[src/include/tpm_pkg.sv]
// Constants, register map and state types of the measurement timer block.
// Assumes a plain register port with byte addresses and 32-bit data.
package tpm_pkg;
  // Instance placement on the controller bus
  localparam int          TPM_NUM_INST    = 4;
  localparam logic [31:0] TPM_BUS_BASE    = 32'h4002_0000;
  localparam logic [31:0] TPM_FIRST_OFS   = 32'h0000_0c00;
  localparam logic [31:0] TPM_INST_STRIDE = 32'h0000_0080;
  localparam int          TPM_STRIDE_SH   = 7;
  // Register offsets inside one instance
  localparam logic [6:0]  TPM_OFS_CTL     = 7'h00;
  localparam logic [6:0]  TPM_OFS_CLK     = 7'h04;
  localparam logic [6:0]  TPM_OFS_RELOAD  = 7'h08;
  localparam logic [6:0]  TPM_OFS_COUNT   = 7'h0c;
  localparam logic [6:0]  TPM_OFS_STAT    = 7'h10;
  localparam logic [6:0]  TPM_OFS_MASK    = 7'h14;
  // Control register fields
  localparam int          TPM_CTL_EN      = 0;
  localparam int          TPM_CTL_RST     = 1;
  localparam int          TPM_CTL_MEAS    = 2;
  localparam int          TPM_CTL_BYP     = 8;
  localparam int          TPM_CTL_SLEEP   = 11;
  // Clock and edge register fields
  localparam int          TPM_CLK_TPS     = 0;
  localparam int          TPM_CLK_FPS     = 4;
  localparam int          TPM_CLK_RISE    = 8;
  localparam int          TPM_CLK_FALL    = 9;
  // Status and mask fields
  localparam int          TPM_ST_MEAS     = 0;
  localparam int          TPM_ST_OVF      = 1;
  localparam int          TPM_ST_PIN      = 4;
  // Counter values and reset values
  localparam logic [15:0] TPM_CNT_MAX     = 16'hffff;
  localparam logic [15:0] TPM_CNT_ZERO    = 16'h0000;
  localparam logic [15:0] TPM_RELOAD_RST  = 16'h0000;
  localparam logic [1:0]  TPM_MASK_RST    = 2'h0;

  typedef enum logic [1:0] {
    PH_IDLE,
    PH_WAIT,
    PH_RUN,
    PH_HALT
  } tpm_phase_e;

  typedef struct packed {
    logic        enable;
    logic        soft_rst;
    logic        meas_mode;
    logic        bypass;
    logic        rise_en;
    logic        fall_en;
    logic [2:0]  tps;
    logic [2:0]  fps;
    logic [7:0]  pcnt;
    logic [15:0] reload;
    logic [15:0] count;
    tpm_phase_e  phase;
    logic        seen_r;
    logic        seen_f;
    logic [1:0]  st;
    logic [1:0]  mask;
  } tpm_tmr_s;

  typedef struct packed {
    logic [1:0] sync;
    logic [2:0] hist;
    logic       filt;
    logic       prev;
  } tpm_det_s;
endpackage : tpm_pkg

[src/include/tpm_edge_if.sv]
// Carries the input pin, filter controls and detected edges between the
// timer core and its edge detector.
`timescale 1ns/10ps
interface tpm_edge_if;
  logic pin;
  logic bypass;
  logic ftick;
  logic rise;
  logic fall;
  logic level;
  modport det (input pin, bypass, ftick, output rise, fall, level);
  modport tmr (output pin, bypass, ftick, input rise, fall, level);
endinterface : tpm_edge_if

[src/logic/tpm_edge_det.sv]
// Synchroniser, noise filter and edge detector for one measurement input.
// Assumes ftick is a one-cycle filter sampling strobe.
`timescale 1ns/10ps
module tpm_edge_det
  import tpm_pkg::*;
(
  // Clock and reset
  input  wire logic clk_i,
  input  wire logic rst_i,
  // Pin and edges
  tpm_edge_if.det   eif
);
  tpm_det_s s_q;
  tpm_det_s s_d;
  logic     sel;

  // Filtered level changes only after three equal samples
  always_comb begin
    s_d      = s_q;
    s_d.sync = {s_q.sync[0], eif.pin};
    if (eif.ftick) begin
      s_d.hist = {s_q.hist[1:0], s_q.sync[1]};
      if (s_q.hist == 3'h7) begin
        s_d.filt = 1'b1;
      end else if (s_q.hist == 3'h0) begin
        s_d.filt = 1'b0;
      end
    end
    sel = eif.bypass ? s_q.sync[1] : s_q.filt;
    s_d.prev = sel;
  end

  always_ff @(posedge clk_i or posedge rst_i) begin
    if (rst_i) begin
      s_q <= '0;
    end else begin
      s_q <= s_d;
    end
  end

  // One event per clock at most, from successive samples
  assign eif.rise  = sel & ~s_q.prev;
  assign eif.fall  = ~sel & s_q.prev;
  assign eif.level = s_q.sync[1];
endmodule : tpm_edge_det

[src/logic/tpm_top.sv]
// Four 16-bit timers in pulse width / period measurement mode.
// Assumes a single-cycle register port; pins are synchronous inputs.
//
// How it works
// Count up from zero, top 0xFFFF
// Edge copies count to reload, restart
// Counting starts only with enable set
// Reset control, overflow or disable stop
// Interrupt on overflow and edges, not first
// Reload reads last result, zero on overflow
// Reload read-only in measurement mode
// Pin is general input or measure input
// Both edges selected gives pulse width
// Measurement begins at next qualifying edge
// Pulse overflow zeroes reload, clears enable
// Pulse interrupt needs rising and falling seen
// Period counts between same-polarity edges
// Period overflow zeroes reload
// Period interrupt needs two selected edges
// Four instances at 0x0C00 plus 0x80 steps
// Bit 8 bypasses the input noise filter
// Sleep holds timer reset, keeps enable
// Synchronised input, edges from successive samples
`timescale 1ns/10ps
module tpm_top
  import tpm_pkg::*;
#(
  parameter int NUM_INST = TPM_NUM_INST
)(
  // Clock and reset
  input  wire logic                clk_i,
  input  wire logic                rst_i,
  // Register port
  input  wire logic [31:0]         addr_i,
  input  wire logic [31:0]         wdata_i,
  input  wire logic                wr_i,
  input  wire logic                rd_i,
  output logic      [31:0]         rdata_o,
  // Measurement pins and sleep requests
  input  wire logic [NUM_INST-1:0] measure_input_pin_i,
  input  wire logic [NUM_INST-1:0] sleep_req_i,
  // Interrupt to the embedded controller
  output logic                     irq_o
);

  // Bus decode shared by all instances
  logic [31:0]         ofs;
  logic                hit;
  logic [1:0]          inst;
  logic [6:0]          roff;
  logic [31:0]         rd_vec [NUM_INST];
  logic [NUM_INST-1:0] irq_vec;
  logic [31:0]         rdata_q;
  logic [31:0]         rdata_d;

  assign ofs  = addr_i - (TPM_BUS_BASE + TPM_FIRST_OFS);
  assign hit  = ofs < (TPM_INST_STRIDE * NUM_INST);
  assign inst = ofs[TPM_STRIDE_SH+1:TPM_STRIDE_SH];
  assign roff = {ofs[6:2], 2'h0};

  for (genvar n = 0; n < NUM_INST; n++) begin : g_tmr
    tpm_edge_if eif ();
    tpm_tmr_s   t_q;
    tpm_tmr_s   t_d;
    logic       wsel;
    logic       sleep;
    logic       active;
    logic       pulse;
    logic       eff;
    logic       tick;
    logic [7:0] tmask;
    logic [7:0] fmask;
    logic       ev_meas;
    logic       ev_ovf;
    logic       nr;
    logic       nf;

    tpm_edge_det u_det (
      .clk_i (clk_i),
      .rst_i (rst_i),
      .eif   (eif.det)
    );

    assign eif.pin    = measure_input_pin_i[n];
    assign eif.bypass = t_q.bypass;
    assign tmask = 8'((16'h1 << t_q.tps) - 16'h1);
    assign fmask = 8'((16'h1 << t_q.fps) - 16'h1);
    assign eif.ftick = (t_q.pcnt & fmask) == fmask;
    assign tick  = (t_q.pcnt & tmask) == tmask;
    assign wsel  = wr_i & hit & (inst == 2'(n));
    assign sleep = sleep_req_i[n];
    // Both polarities selected means pulse width, else period
    assign pulse = t_q.rise_en & t_q.fall_en;
    assign eff = (eif.rise & t_q.rise_en) |
                 (eif.fall & t_q.fall_en);
    assign active = t_q.enable & t_q.meas_mode &
                    ~t_q.soft_rst & ~sleep;

    always_comb begin
      t_d     = t_q;
      ev_meas = 1'b0;
      ev_ovf  = 1'b0;
      nr      = t_q.seen_r | eif.rise;
      nf      = t_q.seen_f | eif.fall;
      t_d.pcnt = t_q.pcnt + 8'h1;

      // Register writes
      if (wsel) begin
        unique case (roff)
          TPM_OFS_CTL: begin
            t_d.enable    = wdata_i[TPM_CTL_EN];
            t_d.soft_rst  = wdata_i[TPM_CTL_RST];
            t_d.meas_mode = wdata_i[TPM_CTL_MEAS];
            t_d.bypass    = wdata_i[TPM_CTL_BYP];
          end
          TPM_OFS_CLK: begin
            t_d.tps     = wdata_i[TPM_CLK_TPS +: 3];
            t_d.fps     = wdata_i[TPM_CLK_FPS +: 3];
            t_d.rise_en = wdata_i[TPM_CLK_RISE];
            t_d.fall_en = wdata_i[TPM_CLK_FALL];
          end
          TPM_OFS_RELOAD: begin
            if (!t_q.meas_mode) begin
              t_d.reload = wdata_i[15:0];
            end
          end
          TPM_OFS_STAT: begin
            t_d.st = t_q.st & ~wdata_i[1:0];
          end
          TPM_OFS_MASK: begin
            t_d.mask = wdata_i[1:0];
          end
          default: begin
          end
        endcase
      end

      // Measurement sequence
      if (!active) begin
        // Sleep and reset control hold the counter at zero
        t_d.count  = TPM_CNT_ZERO;
        t_d.seen_r = 1'b0;
        t_d.seen_f = 1'b0;
        if (t_q.enable && t_q.meas_mode) begin
          t_d.phase = PH_WAIT;
        end else begin
          t_d.phase = PH_IDLE;
        end
      end else begin
        unique case (t_q.phase)
          PH_IDLE: begin
            t_d.phase = PH_WAIT;
          end
          PH_WAIT: begin
            // First qualifying edge only arms, no interrupt
            if (eff) begin
              t_d.phase  = PH_RUN;
              t_d.count  = TPM_CNT_ZERO;
              t_d.seen_r = eif.rise;
              t_d.seen_f = eif.fall;
            end
          end
          PH_RUN: begin
            if (eff) begin
              t_d.reload = t_q.count;
              t_d.count  = TPM_CNT_ZERO;
              t_d.seen_r = nr;
              t_d.seen_f = nf;
              if (pulse) begin
                ev_meas = nr & nf;
              end else begin
                ev_meas = 1'b1;
              end
            end else if (tick) begin
              if (t_q.count == TPM_CNT_MAX) begin
                t_d.reload = TPM_CNT_ZERO;
                ev_ovf     = 1'b1;
                t_d.phase  = PH_HALT;
                if (pulse) begin
                  t_d.enable = 1'b0;
                end
              end else begin
                t_d.count = t_q.count + 16'h1;
              end
            end
          end
          PH_HALT: begin
            // Stays stopped until disabled or reset
            t_d.count = t_q.count;
          end
        endcase
      end

      // A new event wins over a clear in the same cycle
      if (ev_meas) begin
        t_d.st[TPM_ST_MEAS] = 1'b1;
      end
      if (ev_ovf) begin
        t_d.st[TPM_ST_OVF] = 1'b1;
      end
    end

    always_ff @(posedge clk_i or posedge rst_i) begin
      if (rst_i) begin
        t_q        <= '0;
        t_q.reload <= TPM_RELOAD_RST;
        t_q.mask   <= TPM_MASK_RST;
        t_q.phase  <= PH_IDLE;
      end else begin
        t_q <= t_d;
      end
    end

    // Read view of this instance
    always_comb begin
      rd_vec[n] = 32'h0;
      unique case (roff)
        TPM_OFS_CTL: begin
          rd_vec[n][TPM_CTL_EN]    = t_q.enable;
          rd_vec[n][TPM_CTL_RST]   = t_q.soft_rst;
          rd_vec[n][TPM_CTL_MEAS]  = t_q.meas_mode;
          rd_vec[n][TPM_CTL_BYP]   = t_q.bypass;
          rd_vec[n][TPM_CTL_SLEEP] = sleep;
        end
        TPM_OFS_CLK: begin
          rd_vec[n][TPM_CLK_TPS +: 3] = t_q.tps;
          rd_vec[n][TPM_CLK_FPS +: 3] = t_q.fps;
          rd_vec[n][TPM_CLK_RISE]     = t_q.rise_en;
          rd_vec[n][TPM_CLK_FALL]     = t_q.fall_en;
        end
        TPM_OFS_RELOAD: begin
          rd_vec[n][15:0] = t_q.reload;
        end
        TPM_OFS_COUNT: begin
          rd_vec[n][15:0] = t_q.count;
        end
        TPM_OFS_STAT: begin
          rd_vec[n][1:0]        = t_q.st;
          rd_vec[n][TPM_ST_PIN] = eif.level;
        end
        TPM_OFS_MASK: begin
          rd_vec[n][1:0] = t_q.mask;
        end
        default: begin
          rd_vec[n] = 32'h0;
        end
      endcase
    end

    assign irq_vec[n] = |(t_q.st & t_q.mask);
  end

  // Read data stand for exactly one cycle after the strobe
  always_comb begin
    rdata_d = 32'h0;
    if (rd_i && hit) begin
      rdata_d = rd_vec[inst];
    end
  end

  always_ff @(posedge clk_i or posedge rst_i) begin
    if (rst_i) begin
      rdata_q <= 32'h0;
    end else begin
      rdata_q <= rdata_d;
    end
  end

  assign rdata_o = rdata_q;
  assign irq_o   = |irq_vec;
endmodule : tpm_top

[config.mk]
export PLATFORM = sky130hd
export DESIGN_NAME = tpm_top
export DESIGN_NICKNAME = d
export VERILOG_FILES = /design/src/include/tpm_pkg.sv /design/src/include/tpm_edge_if.sv /design/src/logic/tpm_edge_det.sv /design/src/logic/tpm_top.sv
export SDC_FILE = /design/constraint.sdc
export NUM_CORES = 1
export LEC_CHECK = 0
export ABC_CLOCK_PERIOD_IN_PS = 11600
export BUFFER_PORTS_ARGS = -buffer_cell sky130_fd_sc_hd__buf_2
export CELL_PAD_IN_SITES_DETAIL_PLACEMENT = 2
export CELL_PAD_IN_SITES_GLOBAL_PLACEMENT = 2
export CORE_MARGIN = 1
export CORE_UTILIZATION = 40
export DETAILED_ROUTE_END_ITERATION = 8
export GPL_TIMING_DRIVEN = 0
export PLACE_DENSITY_LB_ADDON = 0.1
export SYNTH_ARGS = -nofsm -noshare
export SYNTH_HDL_FRONTEND = slang
export SYNTH_SLANG_ARGS = --single-unit
[constraint.sdc]
create_clock -name clk_i -period 11.6 [get_ports clk_i]
set_clock_uncertainty 0.15 [all_clocks]
set_input_delay 1.16 -clock clk_i [delete_from_list [all_inputs] [get_ports clk_i]]
set_output_delay 1.16 -clock clk_i [all_outputs]
set_load 0.05 [all_outputs]
==> flow_metrics.py <==
metrics = {
    "drt": {
        "dr.pass1.iters": 5,
        "final_antenna_net_count": 0,
        "drc": 0,
        "drt-total-wl_um": 64200,
        "wl_per_cell_um": 27.5,
        "drt_iter0_drc": 842,
        "vias": 14500,
        "viasPerCell": 6.21,
    },
    "logic_synthesis": {
        "synthCells": 1650,
        "ys_async_sr_fraction": 1.00,
        "synth_cell_type_count": 87,
        "yosys_warnings": 0,
        "synth_edf_count": 0,
        "ys_seq_elements": 280,
        "ys_seq_area_frac": 0.432,
        "avgSynthCellArea_um2": 9.82,
        "synth_ff_type": "dfrtp_1",
        "syn-cell-area_mm2": 0.0162,
    },
    "cts": {
        "post_cts_buffers": 0,
        "htreeDepth": 2,
        "cts-root-buf": "clkbuf_16",
        "cts_sinks": 280,
        "cts_tree": "built",
        "cts.clk_slew.worst_paths_ns": 0.06,
        "hold_buffers": 0,
        "cts_resized": 0,
        "numCtsBuffers": 38,
        "clkLatencyLatePin_ns": 0.56,
        "clockBufferDepth": 3,
    },
    "worst_setup_path": {
        "rrSetupSlack_ns": 7.70,
        "critical_path_class": "in2reg",
        "critPathMaxFanout": 10,
        "cp.required_ns": 11.91,
        "cp_data_arrival_time_ns": 4.84,
        "endpoint_kind": "register",
        "start_kind": "input pin",
        "timing.rr.start": "g_tmr[3].t_q[51]",
        "reg2reg_depth": 9,
        "r2r-end": "g_tmr[3].t_q[30]",
        "startpoint": "addr_i[2]",
    },
    "grt": {
        "first_global_vias": 15700,
        "grt_start_max_net_pins": 115,
        "grt_overflow": 0,
        "grt_first_pass_wirelength_um": 98500,
        "track_usage": 0.315,
        "grt_antenna_before_repair": 3,
    },
    "outcome": {
        "outcome": "completed",
    },
    "power": {
        "combPwrFrac": 0.051,
        "p_per_area_mw_per_mm2": 127,
        "peakVddDrop_mv": 0.122,
        "p_leak_nw": 7.87,
        "switching_share": 0.245,
        "pwr-share-seq": 0.418,
        "p_clk_frac": 0.531,
        "internal_power_mw": 1.79,
        "power_switching_mw": 0.580,
    },
    "min_path": {
        "hold_start": "g_tmr[1].u_det.s_d[6]",
        "hold_end": "g_tmr[1].u_det.eif.level",
        "hold_path_depth": 0,
        "min_path_type": "reg2reg",
    },
    "floorplanning": {
        "core_mm2": 0.0398,
        "die_area_mm2": 0.0413,
        "row_count": 73,
        "start_util": 0.407,
        "fp.dieW_um": 203,
        "ios": 109,
        "die_h_um": 203,
    },
    "timing": {
        "fin_ws_ns": 7.07,
        "fmax_mhz": 221,
        "fin_setup_tns_ns": 0,
        "period_needed_ns": 4.53,
        "slew_headroom": 0.266,
        "setup_viol_count_final": 0,
        "hold_viol_final": 0,
        "rsz0062_at_grt": "no",
        "worstMarginPinSlew_ns": 1.08,
        "slew_viol_final": 0,
        "period_share": 0.391,
    },
    "finish": {
        "final_util": 0.469,
        "final_common_cell": "dfrtp_1",
        "fill_cells": 4308,
        "final_cell_mix": "280 x dfrtp_1, 167 x nand2_1, 96 x nor2_1",
        "num-nets-final": 1881,
        "area_growth_syn_to_layout_pct": 15.2,
        "regArea_mm2": 0.00701,
        "multi_input_comb_area_mm2": 0.00857,
        "drive_gt1_frac": 0.147,
    },
    "job": {
        "cap_viol_max_count": 0,
    },
    "placed_design": {
        "dp_slack_ns": 6.55,
        "place.gp.congestion": 0.975,
        "hpwlAfterDp_um": 45400,
        "port_buffers": 71,
    },
}
cell usage after synthesis (29+ instances only):
cell	n	share of area
a22oi_1	31	0.014
dfrtp_1	280	0.43
o21ai_1	70	0.022
inv_1	45	0.010
mux2i_1	84	0.052
nand2_1	167	0.039
a21oi_1	62	0.019
mux2_1	58	0.040
nor2_1	96	0.022
and3_1	34	0.013
nand3_1	68	0.021
o21ai_2	29	0.016
a221oi_1	33	0.018
clkbuf_1	64	0.015
routing by layer:
metal,up-vias,part of all wire,track usage
met5,-,0,0
met3,141,0.040,0.0385
li1,6376,-,-
met2,339,0.49,0.527
met1,7643,0.43,0.405
met4,0,0.043,0.145
cell type report:
cell class                 instances  share of cell area
clock buffer                      55              0.0615
antenna                            2            0.000268
inverter                          46             0.00965
timing repair buffer              73              0.0220
buffer                           107              0.0278
sequential                       280               0.375
clock inverter                    14             0.00958
multi-input combinational       1232               0.459
tap                              525              0.0352
registers in the layout (all words and copies together) (netlist names):
name,flops
g_tmr.t_q,232
g_tmr.u_det.s_q,20
rdata_o,16
g_tmr.eif.bypass,4
g_tmr.u_det.eif.level,4
g_tmr.u_det.s_d,4
power by group through the flow:
stage	Combinational (mW)	Sequential (mW)	Clock [mW]
after CTS	0.121	0.991	1.28
after global routing	0.128	0.991	1.31
after floorplan	0.0653	1.01	0
final	0.121	0.991	1.26
after global placement	0.114	1.01	0
after detailed placement	0.120	1.01	0
cells by family (layout without fill, tap and decap cells):
| kind of cell | count (synthesis) | count (layout) | share of synthesized area |
|---|---|---|---|
| AOI/OAI and AO/OA | 409 | 409 | 0.177 |
| xor gates and xnor gates | 29 | 29 | 0.0157 |
| adders and majority gates | 27 | 27 | 0.0208 |
| buffers and inverters | 153 | 295 | 0.0427 |
| DFF | 280 | 280 | 0.432 |
| muxes | 175 | 175 | 0.122 |
| other | 1 | 18 | 0.000231 |
| and+or+nand+nor | 576 | 576 | 0.189 |
worst max-delay path, cell delays in order:
cell and delay [ns]:
clkbuf_1 0.48, clkbuf_1 0.82, and3_1 0.30, clkbuf_1 0.56, buf_1 0.73, a22oi_1 0.20
nand4_1 0.25, nand3_1 0.10, a21boi_1 0.23
through the flow:
| step | std cells | area [µm²] | power, mW | hold slack (ns) |
|---|---|---|---|---|
| 3_5_place_dp | 2263 | 17300 | 1.13 | 0.186 |
| 2_1_floorplan | 1665 | 16300 | 1.07 | 0.181 |
| 6_report | 2334 | 18700 | 2.37 | 0.196 |
| 4_1_cts | 2332 | 18700 | 2.39 | 0.199 |
| 5_1_grt | 2332 | 18700 | 2.43 | 0.206 |
| 3_3_place_gp | 2261 | 17300 | 1.12 | 0.187 |
how the worst max path moves through the flow:
stage	end	slack [ns]	depth (start not counted)
2_1_floorplan	g_tmr[0].eif.bypass	2.57	1
3_3_place_gp	g_tmr[1].u_det.s_d[6]	-1.40	2
3_5_place_dp	rdata_o[15]	6.55	8
4_1_cts	rdata_o[1]	7.09	9
5_1_grt	rdata_o[15]	7.03	8
6_report	rdata_o[1]	7.07	9
Power figures use the tool's default switching activity.
